### src/hdl/add_carry_alu_params.svh
// Register map, field positions, reset values and flag bits
`ifndef ADD_CARRY_ALU_PARAMS_SVH
`define ADD_CARRY_ALU_PARAMS_SVH

// ****************************************
// Register offsets
// ****************************************
`define CTRL_OFS 8'h00
`define LIT_OFS 8'h04
`define FLAGS_OFS 8'h08
`define RESULT_OFS 8'h0c
`define STATUS_OFS 8'h10
`define MASK_OFS 8'h14
`define FILE_BASE 3'h1

// ****************************************
// Field positions
// ****************************************
`define CTRL_OP_LSB 0
`define CTRL_BYTE 2
`define CTRL_LIT 3
`define CTRL_SRC_LSB 4
`define CTRL_DST_LSB 7
`define CTRL_DST_SP 10
`define CTRL_FMT_LSB 11
`define CTRL_GO 31
`define FLG_C 0
`define FLG_D 1
`define FLG_Z 2
`define FLG_S 3
`define FLG_B 4
`define FLG_O 5
`define FLG_I 6
`define FLG_U 7
`define ST_DONE 0
`define ST_ILLEGAL 1
`define ST_BUSY 8

// ****************************************
// Reset values, indices and answers
// ****************************************
`define FLAGS_RST 8'h00
`define MASK_RST 2'h0
`define USP_IDX 3'h6
`define ISP_IDX 3'h7
`define RESP_OKAY 2'h0
`define RESP_SLVERR 2'h2
`define RESP_DECERR 2'h3
`define READ_LATENCY 2

`endif

### src/hdl/alu_types_pkg.sv
// Types shared by the add-with-carry datapath modules
package alu_types_pkg;

  typedef enum logic [1:0] {OP_ADC, OP_CARRY_INC, OP_ADD, OP_RSVD} op_t;
  typedef enum logic [1:0] {FMT_GENERIC, FMT_QUICK, FMT_SHORT,
    FMT_RSVD} fmt_t;
  typedef enum logic [1:0] {SEQ_IDLE, SEQ_FETCH_SRC, SEQ_FETCH_DST,
    SEQ_EXEC} seq_t;

  typedef struct packed {
    op_t op;
    fmt_t fmt;
    logic dst_sp;
    logic [2:0] dst_idx;
    logic [2:0] src_idx;
    logic lit;
    logic byte_sz;
  } cmd_t;

  typedef struct packed {
    logic [7:0][15:0] words;
    logic [15:0] rd_data;
  } store_t;

  typedef struct packed {
    seq_t seq;
    cmd_t cmd;
    logic [15:0] lit;
    logic [7:0] flags;
    logic [15:0] result;
    logic [1:0] status;
    logic [1:0] mask;
    logic irq;
    logic go_pend;
    logic [15:0] src_word;
    logic aw_held;
    logic [7:0] awaddr;
    logic w_held;
    logic [31:0] wdata;
    logic [3:0] wstrb;
    logic awready;
    logic wready;
    logic bvalid;
    logic [1:0] bresp;
    logic arready;
    logic [1:0] rd_stage;
    logic [7:0] araddr;
    logic rvalid;
    logic [31:0] rdata;
    logic [1:0] rresp;
  } ctl_state_t;

endpackage : alu_types_pkg

### src/hdl/alu_op_if.sv
// Operand and flag bundle between sequencer and adder
interface alu_op_if;
  logic [15:0] a;
  logic [15:0] b;
  logic cin;
  logic wide;
  logic [15:0] sum;
  logic ovf;
  logic neg;
  logic zero;
  logic cry;
  modport requester (output a, b, cin, wide, input sum, ovf, neg, zero, cry);
  modport adder (input a, b, cin, wide, output sum, ovf, neg, zero, cry);
endinterface : alu_op_if

### src/hdl/flag_adder.sv
// Byte or word adder with overflow, sign, zero and carry
module flag_adder (
  alu_op_if.adder bus
);

  logic [16:0] full;
  logic [8:0] low;
  logic msb_a;
  logic msb_b;
  logic msb_r;

  always_comb begin
    full = {1'b0, bus.a} + {1'b0, bus.b} + {16'h0000, bus.cin};
    low = {1'b0, bus.a[7:0]} + {1'b0, bus.b[7:0]} + {8'h00, bus.cin};
    bus.sum = bus.wide ? full[15:0] : {8'h00, low[7:0]};
    msb_a = bus.wide ? bus.a[15] : bus.a[7];
    msb_b = bus.wide ? bus.b[15] : bus.b[7];
    msb_r = bus.wide ? full[15] : low[7];
    // Carry in cannot overflow operands of opposite sign
    bus.ovf = (msb_a == msb_b) && (msb_r != msb_a);
    bus.neg = msb_r;
    bus.zero = bus.wide ? (full[15:0] == 16'h0000) : (low[7:0] == 8'h00);
    bus.cry = bus.wide ? full[16] : low[8];
  end

endmodule : flag_adder

### src/hdl/operand_store.sv
// Eight-word operand store with registered read data
module operand_store (
  input wire logic aclk,
  input wire logic aresetn,
  input wire logic [2:0] rd_addr,
  output logic [15:0] rd_data,
  input wire logic wr_en,
  input wire logic [2:0] wr_addr,
  input wire logic [15:0] wr_data
);

  alu_types_pkg::store_t st;
  alu_types_pkg::store_t nx;

  always_comb begin
    nx = st;
    nx.rd_data = st.words[rd_addr];
    if (wr_en) begin
      nx.words[wr_addr] = wr_data;
    end
  end

  always_ff @(posedge aclk) begin
    if (!aresetn) begin
      st <= '0;
    end else begin
      st <= nx;
    end
  end

  assign rd_data = st.rd_data;

endmodule : operand_store

### src/hdl/add_carry_alu.sv
// Add-with-carry datapath slice with AXI4-Lite register access
//
// The register offsets and the AXI4-Lite register port were left to the implementer.
`include "add_carry_alu_params.svh"
module add_carry_alu (
  input wire logic aclk,
  input wire logic aresetn,
  input wire logic awvalid,
  output logic awready,
  input wire logic [7:0] awaddr,
  input wire logic wvalid,
  output logic wready,
  input wire logic [31:0] wdata,
  input wire logic [3:0] wstrb,
  output logic bvalid,
  input wire logic bready,
  output logic [1:0] bresp,
  input wire logic arvalid,
  output logic arready,
  input wire logic [7:0] araddr,
  output logic rvalid,
  input wire logic rready,
  output logic [31:0] rdata,
  output logic [1:0] rresp,
  output logic irq
);

  // ****************************************
  // Helpers
  // ****************************************
  function automatic logic is_areg(input logic [2:0] idx);
    return idx[2:1] == 2'b10;
  endfunction : is_areg

  // Byte registers pair up: even index low half, odd index high half
  function automatic logic [2:0] word_idx(input logic [2:0] idx,
                                          input logic byte_sz);
    return (byte_sz && !idx[2]) ? {2'b00, idx[1]} : idx;
  endfunction : word_idx

  function automatic logic [31:0] merge(input logic [31:0] old,
                                        input logic [31:0] data,
                                        input logic [3:0] strb);
    logic [31:0] res;
    res = old;
    for (int i = 0; i < 4; i++) begin
      if (strb[i]) begin
        res[i*8 +: 8] = data[i*8 +: 8];
      end
    end
    return res;
  endfunction : merge

  function automatic logic [31:0] ctrl_word(input alu_types_pkg::cmd_t c);
    logic [31:0] w;
    w = 32'h0000_0000;
    w[`CTRL_OP_LSB +: 2] = c.op;
    w[`CTRL_BYTE] = c.byte_sz;
    w[`CTRL_LIT] = c.lit;
    w[`CTRL_SRC_LSB +: 3] = c.src_idx;
    w[`CTRL_DST_LSB +: 3] = c.dst_idx;
    w[`CTRL_DST_SP] = c.dst_sp;
    w[`CTRL_FMT_LSB +: 2] = c.fmt;
    return w;
  endfunction : ctrl_word

  function automatic alu_types_pkg::cmd_t to_cmd(input logic [31:0] w);
    alu_types_pkg::cmd_t c;
    c.op = alu_types_pkg::op_t'(w[`CTRL_OP_LSB +: 2]);
    c.byte_sz = w[`CTRL_BYTE];
    c.lit = w[`CTRL_LIT];
    c.src_idx = w[`CTRL_SRC_LSB +: 3];
    c.dst_idx = w[`CTRL_DST_LSB +: 3];
    c.dst_sp = w[`CTRL_DST_SP];
    c.fmt = alu_types_pkg::fmt_t'(w[`CTRL_FMT_LSB +: 2]);
    return c;
  endfunction : to_cmd

  // ****************************************
  // State and submodules
  // ****************************************
  alu_types_pkg::ctl_state_t st;
  alu_types_pkg::ctl_state_t nx;
  alu_types_pkg::cmd_t cmd;
  logic [2:0] mem_rd_addr;
  logic [15:0] mem_rd_data;
  logic mem_wr_en;
  logic [2:0] mem_wr_addr;
  logic [15:0] mem_wr_data;
  logic [2:0] src_phys;
  logic [2:0] dst_phys;
  logic [15:0] lit_val;
  logic [7:0] src_byte;
  logic [7:0] dst_byte;
  logic [15:0] dst_word;
  logic [15:0] wb_word;
  logic dst_hi;
  logic wide;
  logic bad_cmd;
  logic busy;
  logic aw_take;
  logic w_take;
  logic ar_take;
  logic ovf_ref;
  logic cry_ref;
  logic [31:0] wmerge;
  int ref_u;
  int ref_s;

  alu_op_if ops ();

  flag_adder u_adder (
    .bus(ops)
  );

  operand_store u_store (
    .aclk(aclk),
    .aresetn(aresetn),
    .rd_addr(mem_rd_addr),
    .rd_data(mem_rd_data),
    .wr_en(mem_wr_en),
    .wr_addr(mem_wr_addr),
    .wr_data(mem_wr_data)
  );

  // ****************************************
  // Operand preparation
  // ****************************************
  assign cmd = st.cmd;
  assign dst_word = mem_rd_data;
  assign src_phys = word_idx(cmd.src_idx, cmd.byte_sz);
  assign dst_phys = cmd.dst_sp ? (st.flags[`FLG_U] ? `USP_IDX : `ISP_IDX) :
                    word_idx(cmd.dst_idx, cmd.byte_sz);
  assign lit_val = (cmd.fmt == alu_types_pkg::FMT_QUICK) ?
                   {{12{st.lit[3]}}, st.lit[3:0]} : st.lit;
  assign src_byte = cmd.lit ? lit_val[7:0] :
                    (is_areg(cmd.src_idx) || !cmd.src_idx[0]) ?
                    st.src_word[7:0] : st.src_word[15:8];
  assign dst_hi = cmd.byte_sz && !cmd.dst_sp && !cmd.dst_idx[2] &&
                  cmd.dst_idx[0];
  assign dst_byte = dst_hi ? dst_word[15:8] : dst_word[7:0];
  assign wide = !cmd.byte_sz || cmd.dst_sp || is_areg(cmd.dst_idx);
  assign busy = (st.seq != alu_types_pkg::SEQ_IDLE) || st.go_pend;

  // Encodings the instruction stream must never produce
  assign bad_cmd = (cmd.byte_sz && !cmd.lit && !cmd.dst_sp &&
                    is_areg(cmd.src_idx) && is_areg(cmd.dst_idx)) ||
                   (cmd.dst_sp && !cmd.lit) ||
                   (cmd.fmt == alu_types_pkg::FMT_QUICK && !cmd.lit) ||
                   (cmd.fmt == alu_types_pkg::FMT_SHORT &&
                    !cmd.byte_sz) ||
                   (cmd.fmt == alu_types_pkg::FMT_SHORT && !cmd.lit &&
                    !cmd.dst_sp && cmd.src_idx == cmd.dst_idx) ||
                   (!cmd.lit && cmd.src_idx[2:1] == 2'b11) ||
                   (!cmd.dst_sp && cmd.dst_idx[2:1] == 2'b11) ||
                   cmd.fmt == alu_types_pkg::FMT_RSVD ||
                   cmd.op == alu_types_pkg::OP_RSVD;

  always_comb begin
    if (cmd.op == alu_types_pkg::OP_CARRY_INC) begin
      ops.a = 16'h0000;
    end else if (!cmd.byte_sz) begin
      ops.a = cmd.lit ? lit_val : st.src_word;
    end else if (cmd.dst_sp) begin
      ops.a = {{8{src_byte[7]}}, src_byte};
    end else begin
      ops.a = {8'h00, src_byte};
    end
    ops.b = wide ? dst_word : {8'h00, dst_byte};
    // Only plain add runs without the carry input
    ops.cin = (cmd.op == alu_types_pkg::OP_ADD) ? 1'b0 :
              st.flags[`FLG_C];
    ops.wide = wide;
    if (wide) begin
      wb_word = ops.sum;
    end else if (dst_hi) begin
      wb_word = {ops.sum[7:0], dst_word[7:0]};
    end else begin
      wb_word = {dst_word[15:8], ops.sum[7:0]};
    end
  end

  // ****************************************
  // Sequencer and register slave
  // ****************************************
  assign aw_take = awvalid && st.awready;
  assign w_take = wvalid && st.wready;
  assign ar_take = arvalid && st.arready;

  always_comb begin
    nx = st;
    wmerge = 32'h0000_0000;
    mem_wr_en = 1'b0;
    mem_wr_addr = dst_phys;
    mem_wr_data = wb_word;
    if (st.rd_stage == 2'd1) begin
      mem_rd_addr = st.araddr[4:2];
    end else if (st.seq == alu_types_pkg::SEQ_FETCH_SRC) begin
      mem_rd_addr = src_phys;
    end else begin
      mem_rd_addr = dst_phys;
    end
    case (st.seq)
      alu_types_pkg::SEQ_IDLE: begin
        // A pending read owns the store port, so the start waits
        if (st.go_pend && st.rd_stage == 2'd0) begin
          nx.go_pend = 1'b0;
          if (bad_cmd) begin
            nx.status[`ST_ILLEGAL] = 1'b1;
          end else begin
            nx.seq = alu_types_pkg::SEQ_FETCH_SRC;
          end
        end
      end
      alu_types_pkg::SEQ_FETCH_SRC: begin
        nx.seq = alu_types_pkg::SEQ_FETCH_DST;
      end
      alu_types_pkg::SEQ_FETCH_DST: begin
        nx.src_word = mem_rd_data;
        nx.seq = alu_types_pkg::SEQ_EXEC;
      end
      alu_types_pkg::SEQ_EXEC: begin
        mem_wr_en = 1'b1;
        nx.result = ops.sum;
        nx.flags[`FLG_O] = ops.ovf;
        nx.flags[`FLG_S] = ops.neg;
        nx.flags[`FLG_Z] = ops.zero;
        nx.flags[`FLG_C] = ops.cry;
        nx.status[`ST_DONE] = 1'b1;
        nx.seq = alu_types_pkg::SEQ_IDLE;
      end
      default: begin
        nx.seq = alu_types_pkg::SEQ_IDLE;
      end
    endcase

    if (st.bvalid && bready) begin
      nx.bvalid = 1'b0;
    end
    if (aw_take) begin
      nx.aw_held = 1'b1;
      nx.awaddr = awaddr;
    end
    if (w_take) begin
      nx.w_held = 1'b1;
      nx.wdata = wdata;
      nx.wstrb = wstrb;
    end
    if (st.aw_held && st.w_held && !st.bvalid) begin
      nx.aw_held = 1'b0;
      nx.w_held = 1'b0;
      nx.bvalid = 1'b1;
      nx.bresp = busy ? `RESP_SLVERR : `RESP_OKAY;
      case (st.awaddr)
        `CTRL_OFS: begin
          if (!busy) begin
            nx.cmd = to_cmd(merge(ctrl_word(cmd), st.wdata, st.wstrb));
            nx.go_pend = st.wstrb[3] && st.wdata[`CTRL_GO];
          end
        end
        `LIT_OFS: begin
          if (!busy) begin
            wmerge = merge({16'h0000, st.lit}, st.wdata, st.wstrb);
            nx.lit = wmerge[15:0];
          end
        end
        `FLAGS_OFS: begin
          if (!busy) begin
            wmerge = merge({24'h0, st.flags}, st.wdata, st.wstrb);
            nx.flags = wmerge[7:0];
          end
        end
        `MASK_OFS: begin
          nx.mask = merge({30'h0, st.mask}, st.wdata, st.wstrb)[1:0];
          nx.bresp = `RESP_OKAY;
        end
        `RESULT_OFS, `STATUS_OFS: begin
          nx.bresp = `RESP_OKAY;
        end
        default: begin
          if (st.awaddr[7:5] != `FILE_BASE) begin
            nx.bresp = `RESP_DECERR;
          end else if (!busy) begin
            mem_wr_en = 1'b1;
            mem_wr_addr = st.awaddr[4:2];
            mem_wr_data[15:8] = st.wstrb[1] ? st.wdata[15:8] : 8'h00;
            mem_wr_data[7:0] = st.wstrb[0] ? st.wdata[7:0] : 8'h00;
          end
        end
      endcase
    end

    if (st.rvalid && rready) begin
      nx.rvalid = 1'b0;
    end
    if (ar_take) begin
      nx.araddr = araddr;
      nx.rd_stage = 2'd1;
    end else if (st.rd_stage == 2'd1) begin
      nx.rd_stage = 2'd2;
    end else if (st.rd_stage == 2'd2) begin
      nx.rd_stage = 2'd0;
      nx.rvalid = 1'b1;
      nx.rresp = `RESP_OKAY;
      case (st.araddr)
        `CTRL_OFS: nx.rdata = ctrl_word(cmd);
        `LIT_OFS: nx.rdata = {16'h0000, st.lit};
        `FLAGS_OFS: nx.rdata = {24'h0, st.flags};
        `RESULT_OFS: nx.rdata = {16'h0000, st.result};
        `STATUS_OFS: begin
          nx.rdata = {23'h0, busy, 6'h0, st.status};
          // Clear first so an event landing now still sets its bit
          nx.status = nx.status & ~st.status;
          if (st.seq == alu_types_pkg::SEQ_EXEC) begin
            nx.status[`ST_DONE] = 1'b1;
          end
        end
        `MASK_OFS: nx.rdata = {30'h0, st.mask};
        default: begin
          if (st.araddr[7:5] == `FILE_BASE) begin
            nx.rdata = {16'h0000, mem_rd_data};
          end else begin
            nx.rdata = 32'h0000_0000;
            nx.rresp = `RESP_DECERR;
          end
        end
      endcase
    end

    nx.irq = |(nx.status & nx.mask);
    nx.awready = !nx.aw_held;
    nx.wready = !nx.w_held;
    nx.arready = nx.seq == alu_types_pkg::SEQ_IDLE && !nx.go_pend &&
                 nx.rd_stage == 2'd0 && !nx.rvalid;
  end

  always_ff @(posedge aclk) begin
    if (!aresetn) begin
      st <= '0;
      st.flags <= `FLAGS_RST;
      st.mask <= `MASK_RST;
    end else begin
      st <= nx;
    end
  end

  assign awready = st.awready;
  assign wready = st.wready;
  assign bvalid = st.bvalid;
  assign bresp = st.bresp;
  assign arready = st.arready;
  assign rvalid = st.rvalid;
  assign rdata = st.rdata;
  assign rresp = st.rresp;
  assign irq = st.irq;

  // ****************************************
  // Checks
  // ****************************************
  always_comb begin
    ref_u = wide ? int'(ops.a) + int'(ops.b) + int'(ops.cin) :
            int'(ops.a[7:0]) + int'(ops.b[7:0]) + int'(ops.cin);
    ref_s = wide ?
            int'($signed(ops.a)) + int'($signed(ops.b)) + int'(ops.cin) :
            int'($signed(ops.a[7:0])) + int'($signed(ops.b[7:0])) +
            int'(ops.cin);
    ovf_ref = wide ? (ref_s > 32'sh7fff || ref_s < -32'sh8000) :
              (ref_s > 32'sh7f || ref_s < -32'sh80);
    cry_ref = wide ? (ref_u > 32'hffff) : (ref_u > 32'hff);
  end
endmodule : add_carry_alu

### config.mk
export PLATFORM = sky130hd
export DESIGN_NAME = add_carry_alu
export DESIGN_NICKNAME = d
export VERILOG_FILES = /design/src/hdl/alu_types_pkg.sv /design/src/hdl/alu_op_if.sv /design/src/hdl/flag_adder.sv /design/src/hdl/operand_store.sv /design/src/hdl/add_carry_alu.sv
export VERILOG_INCLUDE_DIRS = /design/src /design/src/hdl
export SDC_FILE = /design/constraint.sdc
export NUM_CORES = 1
export LEC_CHECK = 0
export CORE_MARGIN = 4
export CORE_UTILIZATION = 55
export DETAILED_ROUTE_END_ITERATION = 12
export DONT_BUFFER_PORTS = 1
export GPL_TIMING_DRIVEN = 0
export HOLD_SLACK_MARGIN = 0.1
export PLACE_DENSITY = 0.67
export REMOVE_ABC_BUFFERS = 1
export SLEW_MARGIN = 10
export SYNTH_ARGS = -nofsm -noshare
export SYNTH_HDL_FRONTEND = slang
export SYNTH_SLANG_ARGS = --single-unit
### constraint.sdc
create_clock -name aclk -period 11.1 [get_ports aclk]
set_input_delay 2.22 -clock aclk [delete_from_list [all_inputs] [get_ports aclk]]
set_output_delay 2.22 -clock aclk [all_outputs]
set_load 0.02 [all_outputs]
### After elaboration in Yosys (flattened, before gate mapping)

Index checks and enable logic that the tools add are counted.

* register bits after elaboration: 318
* input bits: 59
* output and inout bits: 42
* word-level logic and storage cells: 253

* add/subtract/negate cells: 4
* $lt $le $gt $ge: 3
* equal/unequal tests: 31
* mux-type cells: 91
* bitwise logic cells: 6
* reductions and logical operators: 75

Operators by type and width (count)
* 16-bit two-way mux: 16
* 128-bit bitwise mux: 1
* 35-bit two-way mux: 3
* 16-bit one-hot mux with 6 select lines: 1
* 16-bit binary-select mux with 3-bit select: 1
* 16-bit demux with 3-bit select: 1
* 8-bit two-way mux: 5
* 37-bit two-way mux: 1
* 2-bit two-way mux: 17
* 8-bit by 4-bit equality test with 1-bit output (second input constant): 4
* 8-bit by 5-bit equality test with 1-bit output (second input constant): 4
* 1-bit logical AND: 31
* 3-bit two-way mux: 10
* 1-bit two-way mux: 27
* 8-bit zero test: 3
* 6-bit two-way mux: 4
* 2-bit equality test (second input constant): 11
* 4-bit AND reduction: 5
* 16-bit by 16-bit adder with 17-bit output: 1
* 17-bit by 1-bit adder with 17-bit output: 1
* 17-bit two-way mux: 1
* 8-bit by 3-bit equality test with 1-bit output (second input constant): 2
* 16-bit zero test: 1
* 1-bit logical OR: 12
* other kinds (24): 47

### Longest topological paths before layout

* depth after elaboration: 24
* mapped depth: 17
* gate-level depth less buffers: 16

### Cells and area by module

Synthesis repeated with hierarchy kept, for this count alone.

* cells, all modules: 1770
* area, all modules: 15144.5 µm²

By module, submodules not included
* add_carry_alu: times used 1, cells an instance 889, area each 7419.6 µm², seq. area each 2822.7 µm²
* operand_store: times used 1, cells an instance 732, area each 6637.6 µm², seq. area each 2882.8 µm²
* flag_adder: times used 1, cells an instance 149, area each 1087.3 µm², seq. area each 0.0 µm²

### Worst setup path before layout

OpenSTA, ideal clock, no wires.

* path kind: reg-to-reg
* start: register st (netlist bit cmd[0])
* end: register u_store.st[78] in the netlist's numbering
* library setup time: 0.135 ns
* data arrival time: 3.505 ns
* data required time: 10.965 ns
* path slack: 7.460 ns
* stages on the path, launching flop included: 18
* buffers on the path: 3
* period minus slack after synthesis: 3.640 ns
* cells stage by stage: dfxtp_1 > buf_4 > nor2b_1 > and2_1 > buf_2 > buf_4 > nand2_1 > nand2_1 > fa_1 > inv_1 > fa_1 > nor2b_1 > o31a_1 > nor3_2 > o31ai_4 > xor2_2 > a311oi_4 > a21oi_2

* cells in the longest elaborated chain, start to end: 15
* elaborated cells between the ends (all ways): 34
* classes of those cells: 4 x add/sub; 2 x order compare; 20 x mux; 8 x reduce/logical

Ends and longest elaborated chain
* start: declaration: RTL line add_carry_alu.sv:82 `alu_types_pkg::ctl_state_t st;`
* start signal: assignment: RTL line add_carry_alu.sv:343 `st <= nx;`
* 1-bit logical AND (3 in series): RTL line add_carry_alu.sv:139 `assign dst_hi = cmd.byte_sz && !cmd.dst_sp && !cmd.dst_idx[2] &&`
* 8-bit two-way mux: RTL line add_carry_alu.sv:141 `assign dst_byte = dst_hi ? dst_word[15:8] : dst_word[7:0];`
* 16-bit two-way mux: RTL line add_carry_alu.sv:169 `ops.b = wide ? dst_word : {8'h00, dst_byte};`
* 16-bit by 16-bit adder with 17-bit output or 8-bit by 8-bit adder with 9-bit output (tied branches): RTL line flag_adder.sv:13, flag_adder.sv:14
* 17-bit by 1-bit adder with 17-bit output or 9-bit by 1-bit adder with 9-bit output (tied branches): RTL line flag_adder.sv:13, flag_adder.sv:14
* 16-bit two-way mux: RTL line flag_adder.sv:15 `bus.sum = bus.wide ? full[15:0] : {8'h00, low[7:0]};`
* 16-bit two-way mux: RTL line add_carry_alu.sv:176 `end else if (dst_hi) begin`
* 16-bit two-way mux: RTL line add_carry_alu.sv:174 `if (wide) begin`
* 16-bit two-way mux: RTL line add_carry_alu.sv:283 `end else if (!busy) begin`
* 16-bit two-way mux: RTL line add_carry_alu.sv:281 `` if (st.awaddr[7:5] != `FILE_BASE) begin ``
* 16-bit two-way mux: RTL line add_carry_alu.sv:254 `case (st.awaddr)`
* 16-bit two-way mux: RTL line add_carry_alu.sv:249 `if (st.aw_held && st.w_held && !st.bvalid) begin`
* 128-bit bitwise mux *: RTL line operand_store.sv:19 `nx.words[wr_addr] = wr_data;`
* end signal: assignment: RTL line operand_store.sv:27 `st <= nx;`
* end: declaration: RTL line operand_store.sv:12 `alu_types_pkg::store_t st;`

Every way passes the cells marked *; elsewhere a longest branch is shown, timed or not.
A chain may end at the register's enable or synchronous reset.

### Worst setup path in the final report

* start: register st (netlist bit cmd[0])
* end: register u_store.st[76] in the netlist's numbering

The elaborated chain is that of the path after synthesis.

==> flow_metrics.tcl <==
set metrics [dict create \
    peakVddDrop_v 0.0001413 \
    period_needed_ps 5397 \
    critical_path.endpoint_type "flop" \
    clk_pin_slew_ps 70 \
    rows 58 \
    drt_iter0_drc 1260 \
    finalCritPeriodShare_pct 48.62 \
    die_height_um 169.9 \
    grt_setup_unrepaired "false" \
    sequential_to_total_area_share_from_yosys_stat_pct 39.58 \
    groute.layer.met3.usage_pct 4.878 \
    final_max_slew_viol_count 0 \
    global_route.usage.met2_pct 45.40 \
    met1_routing_resource_usage_after_global_routing_pct 37.42 \
    grt_antenna_before_repair 3 \
    grt_remaining_overflow 0 \
    syn-instance-count 1676 \
    finalWeightedCongestion 0.9389 \
    synth-warning-count 0 \
    critical_path_class "reg2reg" \
    io_pins 101 \
    grt.total_usage_pct 27.79 \
    post_synth.cell_area_avg_sq_um 8.602 \
    dp.final_hpwl_um 28160 \
    floorplan.die.width_um 169.9 \
    tritoncts.num_buffers 29 \
    drive_above_1_share_pct 10.48 \
    route.detailed.wl_per_inst_um 21.47 \
    floorplan.initialDensity_pct 56.60 \
    worstPathArrival_ps 5870 \
    ys_types 95 \
    drc 0 \
    finalHoldViolations 0 \
    area_of_the_die_sq_um 28870 \
    grt_start_max_net_pins 120 \
    start_kind "flop" \
    worst_skew_pair.late_latency_ps 550 \
    power_density_nw_per_um2 149.2 \
    routed_wl_um 41290 \
    post_cts_hold_buffer_count 0 \
    coreArea_sq_um 25470 \
    antenna_cells_inserted 0 \
    mappedNetlistArea_sq_um 14420 \
    cts.sinks 285 \
    worstPathRequired_ps 11570 \
    cts_tree "yes" \
    cts.htree.levels 1 \
    setup_viol 0 \
    buffer_ports.inserted 0 \
    run_status "finished clean" \
    class_of_the_most_critical_hold_timing_path "reg2reg" \
    p_leak_nw 5.507 \
    via_count_of_the_first_global_routing_pass 11290 \
    dr_total_vias 11920 \
    drv_cap 0 \
    cts-root-buf "clkbuf_16" \
    post_cts.resized_instances 0 \
    postCtsSetupRepairBufs 0 \
    areaGrowthSynthToFinish_pct 5.060 \
    worst-path-max-fanout 19 \
    post_drt_via_cell_ratio 6.196 \
    synth_common_cells "nand2_1 (291), dfxtp_1 (285), a21oi_1 (186), nor2_1 (123), o21ai_0 (80)" \
    ys_ff_latch 285 \
    final.setup_skew_ps 14.58 \
    yosysMostFrequentCell "nand2_1" \
    synth_top_cell_area_share_pct 39.58 \
    ant_nets 0 \
    async_flop_share_pct 0 \
    grt-busiest-layer "met2" \
    synth_area_leader_cell "dfxtp_1" \
    synth_top_cells_by_area "dfxtp_1 (40%), nand2_1 (7.6%), a21oi_1 (6.5%)" \
    pre_cts_ws_ps 5872 \
    worst_pin_slew_ps 1215 \
    fmax_mhz 185.3 \
    finalWorstSetupSlack_ps 5703 \
    dominantRegCellSynth "dfxtp_1" \
    synth_edf_count 0 \
    max_slew_margin_pct 18.54 \
    timing.setup.tns_ps 0 \
    firstDrtPassIters 5 \
    deepest_clock_path_buffer_count 3 \
    holdWs_ps 441.8 \
    grt_pass1_wl_um 63930 \
    final_net_count 1653 \
]
==> report_power, final <==
group / switching (mW) / total (mW) / internal [mW]
Clock: 0.408 / 0.974 / 0.566
Sequential: 0.0391 / 1.08 / 1.05
Combinational: 0.130 / 0.200 / 0.0699
==> per-stage QoR <==
| stage | total power [mW] | instance area (sq um) | instances | utilization (%) |
|---|---|---|---|---|
| after floorplan | 1.235 | 13610 | 1534 | - |
| after global routing | 2.332 | 15150 | 1923 | 59.46 |
| after detailed placement | 1.303 | 14200 | 1872 | 55.76 |
| after global placement | 1.293 | 14020 | 1864 | 55.04 |
| final | 2.259 | 15150 | 1923 | 59.46 |
| after CTS | 2.268 | 15150 | 1923 | 59.46 |
==> worst paths after layout <==
path,from,to,slack [ps],cells past startpoint
worst max-delay path,cmd[0],u_store.st[76],5700,14
worst min register to register,st[130],rdata[11],440,2
worst max register to register,cmd[0],u_store.st[76],5700,14
worst min-delay path,st[130],rdata[11],440,2
==> kinds of logic (layout without fill, tap and decap cells) <==
group | after synthesis | after routing | synth area share, %
buf+inv | 178 | 80 | 6.544
compound gates | 449 | 449 | 20.10
xor+xnor | 9 | 9 | 0.5989
other cells | 1 | 16 | 0.02601
mux | 118 | 118 | 11.49
simple gates | 615 | 615 | 19.74
fa+ha+maj | 21 | 21 | 1.927
flops | 285 | 285 | 39.58
==> cells in the final DEF, fill, tap and decap left out, types with 14 or more instances in the layout <==
master     count
nand3_1       61
nand2_1      291
ha_1          18
a211oi_1      28
dfxtp_1      285
conb_1        16
inv_1         20
nand2b_1      14
nor3_1        15
clkbuf_16     29
a21oi_2       15
and2_1        28
mux4_2        34
o21ai_0       79
a21oi_1      186
o21ai_1       18
a22o_1        16
nor2_1       122
mux2i_1       67
a221oi_1      14
==> routing by layer <==
layer  routed length [um]  vias to the layer above
met2                19080                      464
met5                   23                        -
met4                 1523                        6
li1                     -                     5667
met3                 3214                       92
met1                17450                     5686
==> area by class of cell <==
| type | instances | area, sq um |
|---|---|---|
| clock buffer | 42 | 834.6 |
| clock inverter | 9 | 108.9 |
| fill | 2282 | 10330 |
| inverter | 21 | 86.33 |
| multi-input combinational | 1228 | 7843 |
| sequential | 285 | 5705 |
| tap | 330 | 412.9 |
| timing repair buffer | 8 | 155.1 |
==> state kept, by name, indices dropped and copies added (netlist names) <==
name and count:
bvalid 1, arready 1, irq 1, bresp 2, rdata 16, u_store.st 128, wready 1, rresp 1
st 103, rvalid 1, u_store.rd_data 16, cmd 13, awready 1
==> critical path, cell delays in order (launching register included) <==
cell	delay, ps
dfxtp_1	860
nor2b_1	360
and2_1	670
nand2_1	120
nand2_1	110
fa_1	270
inv_1	90
fa_1	460
nor2b_1	210
o31a_1	350
o21ai_2	190
a211oi_1	820
a2bb2oi_1	270
a21oi_1	280
a21oi_1	250
Note: power is estimated with default switching activity, not from simulation.
